`config.mk`:
```
export PLATFORM = sky130hd
export DESIGN_NAME = acc_ctrl
export DESIGN_NICKNAME = d
export VERILOG_FILES = /design/src/rtl/acc_pkg.sv /design/src/rtl/acc_trig_mux.sv /design/src/rtl/acc_seq_timer.sv /design/src/rtl/acc_ctrl.sv
export SDC_FILE = /design/constraint.sdc
export NUM_CORES = 1
export LEC_CHECK = 0
export BUFFER_PORTS_ARGS = -buffer_cell sky130_fd_sc_hd__buf_4
export CORE_MARGIN = 5
export CORE_UTILIZATION = 53
export DETAILED_ROUTE_END_ITERATION = 10
export GPL_TIMING_DRIVEN = 0
export PLACE_DENSITY = 0.8
export SETUP_SLACK_MARGIN = 0.1
export SYNTH_ARGS = -nofsm -noshare
export SYNTH_HDL_FRONTEND = slang
export SYNTH_SLANG_ARGS = --single-unit
```
`constraint.sdc`:
```
create_clock -name aclk -period 2.8 [get_ports aclk]
set_input_delay 0.7 -clock aclk [delete_from_list [all_inputs] [get_ports aclk]]
set_output_delay 0.7 -clock aclk [all_outputs]
set_load 0.01 [all_outputs]
```
`src/rtl/acc_pkg.sv`:
```
// package for the converter control block: register map, fields, timing
// assumes an AXI4-Lite master with 32-bit data and byte addresses
package acc_pkg;
   localparam logic [7:0]  CTRL2_OFFSET     = 8'h08;
   localparam logic [7:0]  STATUS_OFFSET    = 8'h0c;
   localparam logic [31:0] CTRL2_RESET      = 32'h0000_0000;
   localparam logic [31:0] CTRL2_RW_MASK    = 32'h00fe_f90f;
   localparam int          TEMP_REF_BIT     = 23;
   localparam int          REG_SOFT_BIT     = 22;
   localparam int          INJ_SOFT_BIT     = 21;
   localparam int          REG_EXT_EN_BIT   = 20;
   localparam int          REG_SEL_LSB      = 17;
   localparam int          INJ_EXT_EN_BIT   = 15;
   localparam int          INJ_SEL_LSB      = 12;
   localparam int          ALIGN_BIT        = 11;
   localparam int          DMA_BIT          = 8;
   localparam int          CAL_RESET_BIT    = 3;
   localparam int          CAL_BIT          = 2;
   localparam int          CONTINUOUS_MODE_BIT         = 1;
   localparam int          POWER_BIT        = 0;
   localparam logic [2:0]  SEL_SOFTWARE     = 3'h7;
   localparam int          CLK_MHZ          = 25;
   localparam int          CAL_RESET_CYCLES = 8;
   localparam int          CAL_RESET_EXTRA  = 8;
   localparam int          CAL_CYCLES       = 83;
   localparam int          CONV_CYCLES      = 14;
   localparam int          CNT_W            = 8;
   typedef enum logic [1:0] {ACC_RESP_OKAY, ACC_RESP_EXOKAY, ACC_RESP_SLVERR,
                             ACC_RESP_DECERR} acc_resp_e;
endpackage

```
`src/rtl/acc_trig_mux.sv`:
```
// trigger selector: picks one timer/line event for a group per instance
// assumes event inputs are already synchronised to aclk
`timescale 1ns/1ps
`default_nettype none
module acc_trig_mux
   import acc_pkg::*;
#(
   parameter int INSTANCE = 1,
   parameter bit INJECTED = 0
) (
   input  wire logic       aclk,
   input  wire logic       aresetn,
   input  wire logic [6:0] events,
   input  wire logic [2:0] select,
   output logic            edge_pulse
);
   if (INSTANCE < 1 || INSTANCE > 3) begin : g_bad_instance
      $error("instance must be 1 to 3");
   end
   logic sel_lvl;
   logic prev_reg;
   // events bus is wired by the top per instance, so one index picks the source
   always_comb begin
      sel_lvl = (select == SEL_SOFTWARE) ? 1'b0 : events[select];
   end
   always_ff @(posedge aclk) begin
      if (!aresetn) prev_reg <= 1'b0;
      else prev_reg <= sel_lvl;
   end
   // rising edge only; a held level must not retrigger
   assign edge_pulse = sel_lvl & ~prev_reg;
endmodule
`default_nettype wire

```
`src/rtl/acc_seq_timer.sv`:
```
// down counter that times calibration and calibration reset phases
// assumes load and run come from the same clock domain
`timescale 1ns/1ps
`default_nettype none
module acc_seq_timer
   import acc_pkg::*;
(
   input  wire logic             aclk,
   input  wire logic             aresetn,
   input  wire logic             load,
   input  wire logic [CNT_W-1:0] count,
   input  wire logic             abort,
   output logic                  done
);
   logic [CNT_W-1:0] cnt_reg;
   logic             run_reg;
   always_ff @(posedge aclk) begin
      if (!aresetn || abort) begin
         cnt_reg <= '0;
         run_reg <= 1'b0;
      end else if (load) begin
         cnt_reg <= count;
         run_reg <= 1'b1;
      end else if (run_reg) begin
         cnt_reg <= cnt_reg - 1'b1;
         if (cnt_reg == 1) run_reg <= 1'b0;
      end
   end
   assign done = run_reg && cnt_reg == 1 && !load && !abort;
endmodule
`default_nettype wire

```
`src/rtl/acc_ctrl.sv`:
```
// converter control register with trigger, power, calibration sequencing
// assumes timer events arrive from other clock domains and are synchronised here
//
// Register access over AXI4-Lite was left to the implementer.
`timescale 1ns/1ps
`default_nettype none
// What this block does
// - temp/reference channel enable bit 23, instance one
// - regular soft start bit, self-cleared at start
// - injected soft start bit, cleared at start
// - bit 20 gates regular external trigger
// - regular select map, instances one and two
// - regular select map, instance three
// - bit 15 gates injected external trigger
// - injected select map, instances one and two
// - injected select map, instance three
// - bit 8 DMA mode; instance two never requests
// - calibration reset bit clears when done
// - calibration reset during conversion takes longer
// - calibration bit held while calibrating
// - continuous mode repeats conversions until cleared
// - power-on from zero only wakes
// - power-on rewrite while on starts conversion
// - power-off stops conversion and calibration
// - power-on write with other changes: no start
module acc_ctrl
   import acc_pkg::*;
#(
   parameter int INSTANCE = 1
) (
   input  wire logic        aclk,
   input  wire logic        aresetn,
   input  wire logic [7:0]  s_axi_awaddr,
   input  wire logic        s_axi_awvalid,
   output logic             s_axi_awready,
   input  wire logic [31:0] s_axi_wdata,
   input  wire logic [3:0]  s_axi_wstrb,
   input  wire logic        s_axi_wvalid,
   output logic             s_axi_wready,
   output logic [1:0]       s_axi_bresp,
   output logic             s_axi_bvalid,
   input  wire logic        s_axi_bready,
   input  wire logic [7:0]  s_axi_araddr,
   input  wire logic        s_axi_arvalid,
   output logic             s_axi_arready,
   output logic [31:0]      s_axi_rdata,
   output logic [1:0]       s_axi_rresp,
   output logic             s_axi_rvalid,
   input  wire logic        s_axi_rready,
   input  wire logic [6:0]  regular_events,
   input  wire logic [6:0]  injected_events,
   input  wire logic        conv_done,
   output logic             converter_power_on,
   output logic             regular_start,
   output logic             injected_start,
   output logic             calibrating,
   output logic             calibration_clearing,
   output logic             temp_ref_channel_enable,
   output logic             left_align,
   output logic             dma_enable,
   output logic             converting
);
   if (INSTANCE < 1 || INSTANCE > 3) begin : g_bad_instance
      $error("instance must be 1 to 3");
   end

   logic [31:0] ctrl_reg;
   logic [31:0] ctrl_next;
   logic        aw_hold_reg;
   logic        w_hold_reg;
   logic [7:0]  awaddr_reg;
   logic [31:0] wdata_reg;
   logic [3:0]  wstrb_reg;
   logic        wr_fire;
   logic        wr_hit;
   logic        conv_reg;
   logic        cal_run_reg;
   logic        rst_run_reg;
   logic [6:0]  reg_sync1_reg;
   logic [6:0]  reg_sync2_reg;
   logic [6:0]  inj_sync1_reg;
   logic [6:0]  inj_sync2_reg;
   logic        reg_ext_pulse;
   logic        inj_ext_pulse;
   logic        reg_go;
   logic        inj_go;
   logic        power_start;
   logic        cal_done;
   logic        rst_done;
   logic        cal_load;
   logic        rst_load;
   logic [CNT_W-1:0] rst_count;
   logic        power_drop;
   logic        reg_soft_set;
   logic        inj_soft_set;

   // timer events come from other domains: two flops before any use
   always_ff @(posedge aclk) begin
      if (!aresetn) begin
         reg_sync1_reg <= '0;
         reg_sync2_reg <= '0;
         inj_sync1_reg <= '0;
         inj_sync2_reg <= '0;
      end else begin
         reg_sync1_reg <= regular_events;
         reg_sync2_reg <= reg_sync1_reg;
         inj_sync1_reg <= injected_events;
         inj_sync2_reg <= inj_sync1_reg;
      end
   end

   // the top wires each instance's sources in select order
   acc_trig_mux #(.INSTANCE(INSTANCE), .INJECTED(1'b0)) u_reg_mux (
      .aclk       (aclk),
      .aresetn    (aresetn),
      .events     (reg_sync2_reg),
      .select     (ctrl_reg[REG_SEL_LSB +: 3]),
      .edge_pulse (reg_ext_pulse)
   );
   acc_trig_mux #(.INSTANCE(INSTANCE), .INJECTED(1'b1)) u_inj_mux (
      .aclk       (aclk),
      .aresetn    (aresetn),
      .events     (inj_sync2_reg),
      .select     (ctrl_reg[INJ_SEL_LSB +: 3]),
      .edge_pulse (inj_ext_pulse)
   );

   // write channel: address and data taken in either order
   always_ff @(posedge aclk) begin
      if (!aresetn) begin
         aw_hold_reg  <= 1'b0;
         w_hold_reg   <= 1'b0;
         awaddr_reg   <= '0;
         wdata_reg    <= '0;
         wstrb_reg    <= '0;
         s_axi_bvalid <= 1'b0;
         s_axi_bresp  <= 2'h0;
         s_axi_awready <= 1'b0;
         s_axi_wready  <= 1'b0;
      end else begin
         if (s_axi_awvalid && s_axi_awready) begin
            aw_hold_reg <= 1'b1;
            awaddr_reg  <= s_axi_awaddr;
         end
         if (s_axi_wvalid && s_axi_wready) begin
            w_hold_reg <= 1'b1;
            wdata_reg  <= s_axi_wdata;
            wstrb_reg  <= s_axi_wstrb;
         end
         if (wr_fire) begin
            aw_hold_reg  <= 1'b0;
            w_hold_reg   <= 1'b0;
            s_axi_bvalid <= 1'b1;
            s_axi_bresp  <= wr_hit ? ACC_RESP_OKAY : ACC_RESP_SLVERR;
         end else if (s_axi_bready) begin
            s_axi_bvalid <= 1'b0;
         end
         // readies are registered copies of what the holds and bvalid become
         s_axi_awready <= !wr_fire && !(s_axi_bvalid && !s_axi_bready)
                          && !(aw_hold_reg || (s_axi_awvalid && s_axi_awready));
         s_axi_wready  <= !wr_fire && !(s_axi_bvalid && !s_axi_bready)
                          && !(w_hold_reg || (s_axi_wvalid && s_axi_wready));
      end
   end
   assign wr_fire = aw_hold_reg && w_hold_reg && !s_axi_bvalid;
   assign wr_hit  = awaddr_reg[7:2] == CTRL2_OFFSET[7:2];

   // proposed register value after byte strobes, writable bits only
   always_comb begin
      ctrl_next = ctrl_reg;
      for (int b = 0; b < 4; b++) begin
         if (wstrb_reg[b]) ctrl_next[b*8 +: 8] = wdata_reg[b*8 +: 8];
      end
      ctrl_next = ctrl_next & CTRL2_RW_MASK;
      if (INSTANCE != 1) ctrl_next[TEMP_REF_BIT] = 1'b0;
   end

   // start only when power was already on and nothing else changes
   assign power_start = wr_fire && wr_hit && ctrl_reg[POWER_BIT] && ctrl_next[POWER_BIT]
                        && (ctrl_next[31:1] == ctrl_reg[31:1]);
   assign reg_go = ctrl_reg[POWER_BIT] && !cal_run_reg && !rst_run_reg &&
                   ((ctrl_reg[REG_SOFT_BIT] && ctrl_reg[REG_SEL_LSB +: 3] == SEL_SOFTWARE)
                    || (ctrl_reg[REG_EXT_EN_BIT] && reg_ext_pulse)
                    || power_start
                    || (ctrl_reg[CONTINUOUS_MODE_BIT] && conv_done));
   assign inj_go = ctrl_reg[POWER_BIT] && !cal_run_reg && !rst_run_reg &&
                   ((ctrl_reg[INJ_SOFT_BIT] && ctrl_reg[INJ_SEL_LSB +: 3] == SEL_SOFTWARE)
                    || (ctrl_reg[INJ_EXT_EN_BIT] && inj_ext_pulse));

   // a power-off write ends every phase at the same edge as the bit drops
   assign power_drop   = wr_fire && wr_hit && !ctrl_next[POWER_BIT];
   // a fresh software request landing in the clearing cycle beats the clear
   assign reg_soft_set = wr_fire && wr_hit && ctrl_next[REG_SOFT_BIT];
   assign inj_soft_set = wr_fire && wr_hit && ctrl_next[INJ_SOFT_BIT];
   assign cal_load  = wr_fire && wr_hit && ctrl_next[CAL_BIT] && !cal_run_reg
                      && ctrl_reg[POWER_BIT] && ctrl_next[POWER_BIT];
   assign rst_load  = wr_fire && wr_hit && ctrl_next[CAL_RESET_BIT] && !rst_run_reg
                      && ctrl_reg[POWER_BIT] && ctrl_next[POWER_BIT];
   // reset during a conversion needs extra cycles
   assign rst_count = CNT_W'(CAL_RESET_CYCLES + (conv_reg ? CAL_RESET_EXTRA : 0));

   acc_seq_timer u_cal_timer (
      .aclk    (aclk),
      .aresetn (aresetn),
      .load    (cal_load),
      .count   (CNT_W'(CAL_CYCLES)),
      .abort   (!ctrl_reg[POWER_BIT] || power_drop),
      .done    (cal_done)
   );
   acc_seq_timer u_rst_timer (
      .aclk    (aclk),
      .aresetn (aresetn),
      .load    (rst_load),
      .count   (rst_count),
      .abort   (!ctrl_reg[POWER_BIT] || power_drop),
      .done    (rst_done)
   );

   // control register: software writes, hardware clears self-clearing bits
   always_ff @(posedge aclk) begin
      if (!aresetn) begin
         ctrl_reg <= CTRL2_RESET;
      end else begin
         if (wr_fire && wr_hit) begin
            ctrl_reg <= ctrl_next;
            // busy bits stay high while hardware works; software drops them only with a power-off write
            if (cal_run_reg) ctrl_reg[CAL_BIT] <= 1'b1;
            if (rst_run_reg) ctrl_reg[CAL_RESET_BIT] <= 1'b1;
            if (!ctrl_next[POWER_BIT]) begin
               ctrl_reg[CAL_BIT]       <= 1'b0;
               ctrl_reg[CAL_RESET_BIT] <= 1'b0;
            end
         end
         if (reg_go && !reg_soft_set) ctrl_reg[REG_SOFT_BIT] <= 1'b0;
         if (inj_go && !inj_soft_set) ctrl_reg[INJ_SOFT_BIT] <= 1'b0;
         if (cal_done) ctrl_reg[CAL_BIT] <= 1'b0;
         if (rst_done) ctrl_reg[CAL_RESET_BIT] <= 1'b0;
      end
   end

   // calibration and reset flags follow the timers; the conversion flag follows starts and conv_done
   always_ff @(posedge aclk) begin
      if (!aresetn || !ctrl_reg[POWER_BIT] || power_drop) begin
         cal_run_reg <= 1'b0;
         rst_run_reg <= 1'b0;
         conv_reg    <= 1'b0;
      end else begin
         if (cal_load) cal_run_reg <= 1'b1;
         else if (cal_done) cal_run_reg <= 1'b0;
         if (rst_load) rst_run_reg <= 1'b1;
         else if (rst_done) rst_run_reg <= 1'b0;
         if (reg_go || inj_go) conv_reg <= 1'b1;
         else if (conv_done) conv_reg <= 1'b0;
      end
   end

   // outputs to the analog core, all registered
   always_ff @(posedge aclk) begin
      if (!aresetn) begin
         converter_power_on      <= 1'b0;
         regular_start           <= 1'b0;
         injected_start          <= 1'b0;
         calibrating             <= 1'b0;
         calibration_clearing    <= 1'b0;
         temp_ref_channel_enable <= 1'b0;
         left_align              <= 1'b0;
         dma_enable              <= 1'b0;
         converting              <= 1'b0;
      end else begin
         converter_power_on      <= ctrl_reg[POWER_BIT];
         regular_start           <= reg_go;
         injected_start          <= inj_go;
         calibrating             <= cal_run_reg;
         calibration_clearing    <= rst_run_reg;
         temp_ref_channel_enable <= ctrl_reg[TEMP_REF_BIT];
         left_align              <= ctrl_reg[ALIGN_BIT];
         dma_enable              <= ctrl_reg[DMA_BIT] && INSTANCE != 2;
         converting              <= conv_reg;
      end
   end

   // read channel: one-cycle turnaround, data from register or phase status
   always_ff @(posedge aclk) begin
      if (!aresetn) begin
         s_axi_arready <= 1'b0;
         s_axi_rvalid  <= 1'b0;
         s_axi_rdata   <= '0;
         s_axi_rresp   <= 2'h0;
      end else begin
         // registered ready: low while a read answer is outstanding
         s_axi_arready <= !(s_axi_arvalid && s_axi_arready) && !(s_axi_rvalid && !s_axi_rready);
         if (s_axi_arvalid && s_axi_arready) begin
            s_axi_rvalid <= 1'b1;
            s_axi_rresp  <= ACC_RESP_OKAY;
            if (s_axi_araddr[7:2] == CTRL2_OFFSET[7:2]) begin
               s_axi_rdata <= ctrl_reg;
            end else if (s_axi_araddr[7:2] == STATUS_OFFSET[7:2]) begin
               s_axi_rdata <= {29'h0, rst_run_reg, cal_run_reg, conv_reg};
            end else begin
               s_axi_rdata <= '0;
               s_axi_rresp <= ACC_RESP_SLVERR;
            end
         end else if (s_axi_rready) begin
            s_axi_rvalid <= 1'b0;
         end
      end
   end

   AST_SOFT_CLEAR: assert property (@(posedge aclk) disable iff (!aresetn)
      (reg_go && !reg_soft_set) |=> !ctrl_reg[REG_SOFT_BIT])
      else $error("regular soft start not cleared");
   AST_INJ_CLEAR: assert property (@(posedge aclk) disable iff (!aresetn)
      (inj_go && !inj_soft_set) |=> !ctrl_reg[INJ_SOFT_BIT])
      else $error("injected soft start not cleared");
   AST_WAKE_ONLY: assert property (@(posedge aclk) disable iff (!aresetn)
      (wr_fire && wr_hit && !ctrl_reg[POWER_BIT]) |-> !power_start)
      else $error("wake write started conversion");
   AST_OTHER_BITS: assert property (@(posedge aclk) disable iff (!aresetn)
      (wr_fire && wr_hit && ctrl_next[31:1] != ctrl_reg[31:1]) |-> !power_start)
      else $error("changed write started conversion");
   AST_POWER_OFF: assert property (@(posedge aclk) disable iff (!aresetn)
      !ctrl_reg[POWER_BIT] |=> !cal_run_reg && !conv_reg)
      else $error("work continues while off");
   AST_CAL_HOLD: assert property (@(posedge aclk) disable iff (!aresetn)
      cal_run_reg |-> ctrl_reg[CAL_BIT]) else $error("cal bit dropped early");
   AST_RST_HOLD: assert property (@(posedge aclk) disable iff (!aresetn)
      rst_run_reg |-> ctrl_reg[CAL_RESET_BIT]) else $error("cal reset dropped early");
   AST_NO_DMA_TWO: assert property (@(posedge aclk) disable iff (!aresetn)
      INSTANCE == 2 |-> !dma_enable) else $error("instance two DMA");
   AST_ALIGN: assert property (@(posedge aclk) disable iff (!aresetn)
      ##1 left_align == $past(ctrl_reg[ALIGN_BIT])) else $error("alignment mismatch");
   AST_REG_GATE: assert property (@(posedge aclk) disable iff (!aresetn)
      (reg_ext_pulse && !ctrl_reg[REG_EXT_EN_BIT] && !ctrl_reg[REG_SOFT_BIT]
       && !ctrl_reg[CONTINUOUS_MODE_BIT] && !power_start) |-> !reg_go)
      else $error("ungated regular trigger");
   AST_AW_READY: assert property (@(posedge aclk) disable iff (!aresetn)
      $past(aresetn) |-> s_axi_awready == (!aw_hold_reg && !s_axi_bvalid))
      else $error("write address ready out of step");
   AST_W_READY: assert property (@(posedge aclk) disable iff (!aresetn)
      $past(aresetn) |-> s_axi_wready == (!w_hold_reg && !s_axi_bvalid))
      else $error("write data ready out of step");
   AST_AR_READY: assert property (@(posedge aclk) disable iff (!aresetn)
      $past(aresetn) |-> s_axi_arready == !s_axi_rvalid)
      else $error("read address ready out of step");
   AST_POWER_DROP: assert property (@(posedge aclk) disable iff (!aresetn)
      power_drop |=> !cal_run_reg && !rst_run_reg && !conv_reg)
      else $error("phase survived power-off write");
endmodule
`default_nettype wire

```
Word-level counts from Yosys, hierarchy flattened
Cells that the tools add are included. W data, S select, Z words.

Output and inout bits: 50. Register bits: 155.

Bitwise logic cells: 5. Add/sub/neg operators: 3. Mux-type cells: 38. $lt $le $gt $ge: 2. Equality and inequality tests: 8. Reductions and logical operators: 86.

Operators with widths (count): $logic_and A1 B1 Y1 (43); $mux W8 (4); $mux W24 (1); $mux W1 (22); $logic_not A1 Y1 (19); $eq A6 B2 Y1 const B (3); $eq A16 B16 Y1 (1); $eq A8 B1 Y1 const B (2); $sub A8 B1 Y8 const B (2); $mux W7 (2); $reduce_bool A2 Y1 (7); $reduce_or A2 Y1 (6); $logic_or A1 B1 Y1 (11); $lt A3 B4 Y1 const B (2); $mux W2 (4); $mux W4 (2); $bmux W1 S3 (2); $eq A3 B3 Y1 const B (2); $add A4 B4 Y5 const A (1); $mux W3 (1); $not A1 Y1 (3); $and A1 B1 Y1 (2).

Depth between registers and ports, before layout
Depth after elaboration: 12. Gate-level depth with buffers: 8. Gate-level depth less buffers: 6.

Hierarchy
Synthesis repeated with hierarchy kept, for this count alone.

Cell total of the unflattened synthesis: 597. Area, all modules: 5467.7 um2.

By module, submodules not included: acc_ctrl (times used 1, area each 4214.0 um2, cells an instance 455, sequential area each 2182.1 um2); acc_seq_timer (times used 2, area each 518.0 um2, cells an instance 60, sequential area each 180.2 um2); acc_trig_mux (times used 2, area each 108.9 um2, cells an instance 11, sequential area each 20.0 um2).

Worst setup path before layout
No wires, ideal clock.

Path kind: register to register. From: register awaddr_reg[4]. To: register ctrl_reg[3]. Data arrival time: 1.857 ns. Cell stages (with the launch flop): 7. Buffers on the path: 1. Period minus slack after synthesis: 1.960 ns. Setup slack: 0.840 ns. Data required time: 2.697 ns. Cell sequence: dfxtp_1 or4b_4 nor3_4 nand4_2 or3_1 buf_6 a2111oi_2.

Word-level cells in the longest chain between the ends: 10. Elaborated cells on any way between the ends: 13. Those cells by class: eq/ne (1); reduce/logical (12).

Ends and longest elaborated chain: start, declared (RTL line acc_ctrl.sv:71) `logic [7:0] awaddr_reg;`; start signal, assigned (RTL line acc_ctrl.sv:143) `awaddr_reg <= s_axi_awaddr;`; $eq A6 B2 Y1 (*) (RTL line acc_ctrl.sv:166) `assign wr_hit = awaddr_reg[7:2] == CTRL2_OFFSET[7:2];`; $logic_and A1 B1 Y1 (*) (RTL line acc_ctrl.sv:191, acc_ctrl.sv:197, acc_ctrl.sv:224); $logic_and A1 B1 Y1 (2 in a row) (RTL line acc_ctrl.sv:197) `assign rst_load = wr_fire && wr_hit && ctrl_next[CAL_RESET_BIT] && !rst_run_reg`; $logic_and A1 B1 Y1 (2 in a row) (RTL line acc_ctrl.sv:198) `&& ctrl_reg[POWER_BIT] && ctrl_next[POWER_BIT];`; $logic_not A1 Y1 (RTL line acc_seq_timer.sv:29) `assign done = run_reg && cnt_reg == 1 && !load && !abort;`; $logic_and A1 B1 Y1 (2 in a row) (RTL line acc_seq_timer.sv:29); $reduce_or A2 Y1 (no line); end signal, assigned (RTL line acc_ctrl.sv:225) `ctrl_reg <= ctrl_next;`; end, declared (RTL line acc_ctrl.sv:67) `logic [31:0] ctrl_reg;`.

Mark *: on every way between the ends. The rest lies on a longest branch, timed or not. A chain may end at the register's enable or synchronous reset.

Final worst setup path
From: register ctrl_reg[17]. To: register conv_reg.

Word-level cells in the longest chain between the ends: 11. Elaborated cells on any way between the ends: 17. Those cells by class: eq/ne (2); mux (5); bitwise (1); reduce/logical (9).

Ends and longest elaborated chain: $bmux W1 S3 (RTL line acc_trig_mux.sv:24) `sel_lvl = (select == SEL_SOFTWARE) ? 1'b0 : events[select];`; $mux W1 (implied by the code) (RTL line acc_trig_mux.sv:24); $mux W1 (RTL line acc_trig_mux.sv:24); $and A1 B1 Y1 (RTL line acc_trig_mux.sv:31) `assign edge_pulse = sel_lvl & ~prev_reg;`; $logic_and A1 B1 Y1 (RTL line acc_ctrl.sv:183) `|| (ctrl_reg[REG_EXT_EN_BIT] && reg_ext_pulse)`; $logic_or A1 B1 Y1 (RTL line acc_ctrl.sv:183); $logic_or A1 B1 Y1 (*) (RTL line acc_ctrl.sv:184) `|| power_start`; $logic_or A1 B1 Y1 (*) (RTL line acc_ctrl.sv:185) `|| (ctrl_reg[CONTINUOUS_MODE_BIT] && conv_done));`; $logic_and A1 B1 Y1 (*) (RTL line acc_ctrl.sv:181) `assign reg_go = ctrl_reg[POWER_BIT] && !cal_run_reg && !rst_run_reg &&`; $logic_or A1 B1 Y1 (*) (RTL line acc_ctrl.sv:252) `if (reg_go || inj_go) conv_reg <= 1'b1;`; $mux W1 or $reduce_bool A2 Y1 (tied branches); end signal, assigned (RTL line acc_ctrl.sv:246) `conv_reg <= 1'b0;`; end signal, assigned (RTL line acc_ctrl.sv:252); end signal, assigned (RTL line acc_ctrl.sv:253) `else if (conv_done) conv_reg <= 1'b0;`; end, declared (RTL line acc_ctrl.sv:76) `logic conv_reg;`.

Mark *: on every way between the ends. The rest lies on a longest branch, timed or not. The select of a mux whose other input is x is not followed.

==> results by group <==
Run status
  • Status: finished clean

Placement
  • RD Place Congestion: 0.857
  • Port bufs: 84
  • Post-DP HPWL: 8.69 mm
  • Placed cells: 799
  • Place WS: ~0.37 ns

Pwr
  • Pwr dens: between 600 and 700 nW/µm²
  • Total leakage power: 2.63 nW
  • Peak VDD IR: 0.434 mV

Drt
  • Initial DRC count: 206
  • Vias per cell: 5.23
  • Routed vias: 4342
  • DRC: 0
  • Total Wirelength: about 12 mm
  • Drt first pass iters: 5
  • WL/cell: 14.5 µm
  • Routed Antenna Nets: 0

Synthesis
  • Cell taking the most area after synthesis: dfxtp_1
  • Number of enable flip-flop cells after synthesis: 0
  • Sequential area share after synthesis: 0.509
  • Mapped Area: 5070 µm²
  • Ys flop type: dfxtp_1
  • Mapped Cells: 570
  • Share of the synthesized area in the top cell type: 0.509
  • Fraction of registers with async set/reset: 0
  • Distinct cells, synth: 51
  • Largest cells by area after synthesis: dfxtp_1, nand2_1, a21oi_1
  • Yosys reg bits: 129
  • YS warnings: 0
  • Syn avg cell area: 8.90 µm²

Layout
  • Nets: 767
  • Fraction of layout cells with a size suffix above 1: 0.215
  • Fillers: 709
  • Area Growth Syn to Fin: 29.2%
  • Diode count: 0
  • Cell Count, Final, Fillers Out: 831

Critical path
  • Setup crit start kind: register
  • Crit path arrival time: approximately 2.9 ns
  • Critical path type: register to register
  • Worst setup EP type: register
  • CP max FO: 8
  • Critical Path RT: 3.18 ns

Global routing
  • Largest net degree at the start of global routing: 17
  • GRT Residual Overflow: 0
  • Vias in the first global route: a little over 4000
  • First-pass GRT wire length: around 19 mm
  • Global Route Usage Sum: 0.211
  • Initial antenna violation count: 0

STA
  • Unrepaired setup endpoints after global routing: false
  • Total negative slack: 0 ns
  • Max-slew violations: 0
  • Slew @ Worst Pin: 0.796 ns
  • Setup violations, final: 0
  • Setup Skew: 0.00474 ns
  • Rel. slew slack: 0.463
  • Max Fclk: a little under 400 MHz
  • Period minus WS final: 2.56 ns
  • Hold Violations, Final: 0
  • Period utilization: 0.913
  • Fin worst setup slack: 0.243 ns

Die
  • Die area: 11600 µm²
  • Initial core utilization: 0.547
  • Rows: 35
  • Width of the die: 108 µm
  • Core ar.: around 9300 µm²
  • Die Span Y: 108 µm
  • Io pins: between 100 and 150

Run
  • Max-cap violations: 0

Clock network
  • # Post-CTS Setup Buffers: 0
  • H-tree depth: 4
  • PostCTS Resize Cnt: 0
  • TritonCTS Buffers: 17
  • Hold buffer count at CTS: 0
  • TritonCTS clock tree: built
  • Deepest clock path buffer count: 2
  • Worst-path clk slew: 0.06 ns
  • CTS Root Cell: clkbuf_8
  • Clock Latency Late Sink: 0.51 ns
  • Clk sinks: 129

Worst hold path
  • Min-delay worst type: primary input to register
## per-layer routing
layer	global-route usage	up-vias	share of wire
li1	-	2121	-
met5	0	-	0
met1	0.258	2022	0.42
met2	0.351	174	0.48
met4	0.0947	0	0.024
met3	0.0486	25	0.085
## metrics by stage
stage | power [mW] | utilization | instance area [µm²] | hold slack [ns]
after floorplan | 2.08 | - | 5130 | 0.412
after detailed placement | 2.18 | 0.638 | 5930 | 0.418
after CTS | 4.48 | 0.706 | 6560 | 0.380
after global placement | 2.18 | 0.638 | 5930 | 0.419
after global routing | 4.61 | 0.706 | 6560 | 0.380
final | 4.46 | 0.706 | 6560 | 0.390
## cells in the mapped netlist, types with 2 or more instances
cell and count:
buf_6 2, mux2i_1 10, xor2_1 10, a22oi_1 14
clkbuf_2 2, clkbuf_1 27, o211ai_1 2, a2111oi_2 2
nand4b_1 2, nor3_1 5, nand2b_1 3, nand4_1 4
nand3b_1 7, a211oi_1 3, and3_1 3, nor2_1 59
nor4_1 2, ha_1 4, buf_4 17, inv_1 8
dfxtp_1 129, o21ai_0 7, nand2_1 82, a31oi_1 3
o31ai_1 2, xnor2_1 20, and2_1 37, buf_2 3
a21oi_1 54, or4_1 2, or3_1 2, nand3_1 23
nor3b_1 2
## area by class of cell
cell class,instances,area [µm²],share of cell area
inverters,9,33.8,0.00515
clock inverters,14,201,0.0307
plain buffers,52,280,0.0427
flip-flops and latches,129,2580,0.394
repair buffers,84,631,0.0962
multi-input cells,396,2240,0.341
clock buffers,18,428,0.0653
well taps,129,161,0.0246
## kinds of logic after synthesis
group,synth area share
multiplexers,0.0264
buffers and inverters,0.0619
XOR/XNOR,0.0518
flip-flops,0.509
other,0.000739
AO/OA/AOI/OAI,0.115
adder cells (fa/ha/maj),0.00986
AND/OR/NAND/NOR,0.226
## cells in the final DEF, fill, tap and decap left out, types with 3 or more instances in the layout
master	instances
buf_2	3
nand3_1	23
dfxtp_1	129
a22oi_1	14
inv_1	8
nand3b_1	7
and2_1	37
nor3_1	5
buf_4	101
nand2_1	82
mux2i_1	10
nor2_1	59
ha_1	4
conb_1	17
xor2_1	10
o21ai_0	7
clkbuf_1	27
a21oi_1	54
clkbuf_16	16
xnor2_1	20
nand4_1	4
nand2b_1	3
a31oi_1	3
and3_1	3
bufinv_16	4
inv_6	6
a211oi_1	3
## power breakdown
part           internal [mW]  total, mW  switching, mW
clock network           1.49       2.31          0.829
registers               1.88       1.91         0.0270
logic                  0.118      0.240          0.122
## path summary, 6_finish.rpt
kind / cells after the start / slack [ns] / from / to
min: 2 / 0.39 / regular_events[5] / reg_sync1_reg[5]$_SDFF_PN0_
max: 6 / 0.24 / ctrl_reg[17]$_SDFFE_PN0P_ / conv_reg$_SDFFE_PP0P_
min reg2reg: 1 / 0.43 / reg_sync1_reg[3]$_SDFF_PN0_ / reg_sync2_reg[3]$_SDFF_PN0_
max reg2reg: 6 / 0.24 / ctrl_reg[17]$_SDFFE_PN0P_ / conv_reg$_SDFFE_PP0P_
## critical path, cell delays in order (launching register included)
cell and delay [ns]:
dfxtp_1 0.30, clkbuf_1 0.40, mux2_2 0.40, o311ai_0 0.67, a2bb2oi_1 0.35, o41a_1 0.24
a21oi_1 0.07
Power figures use the tool's default switching activity.
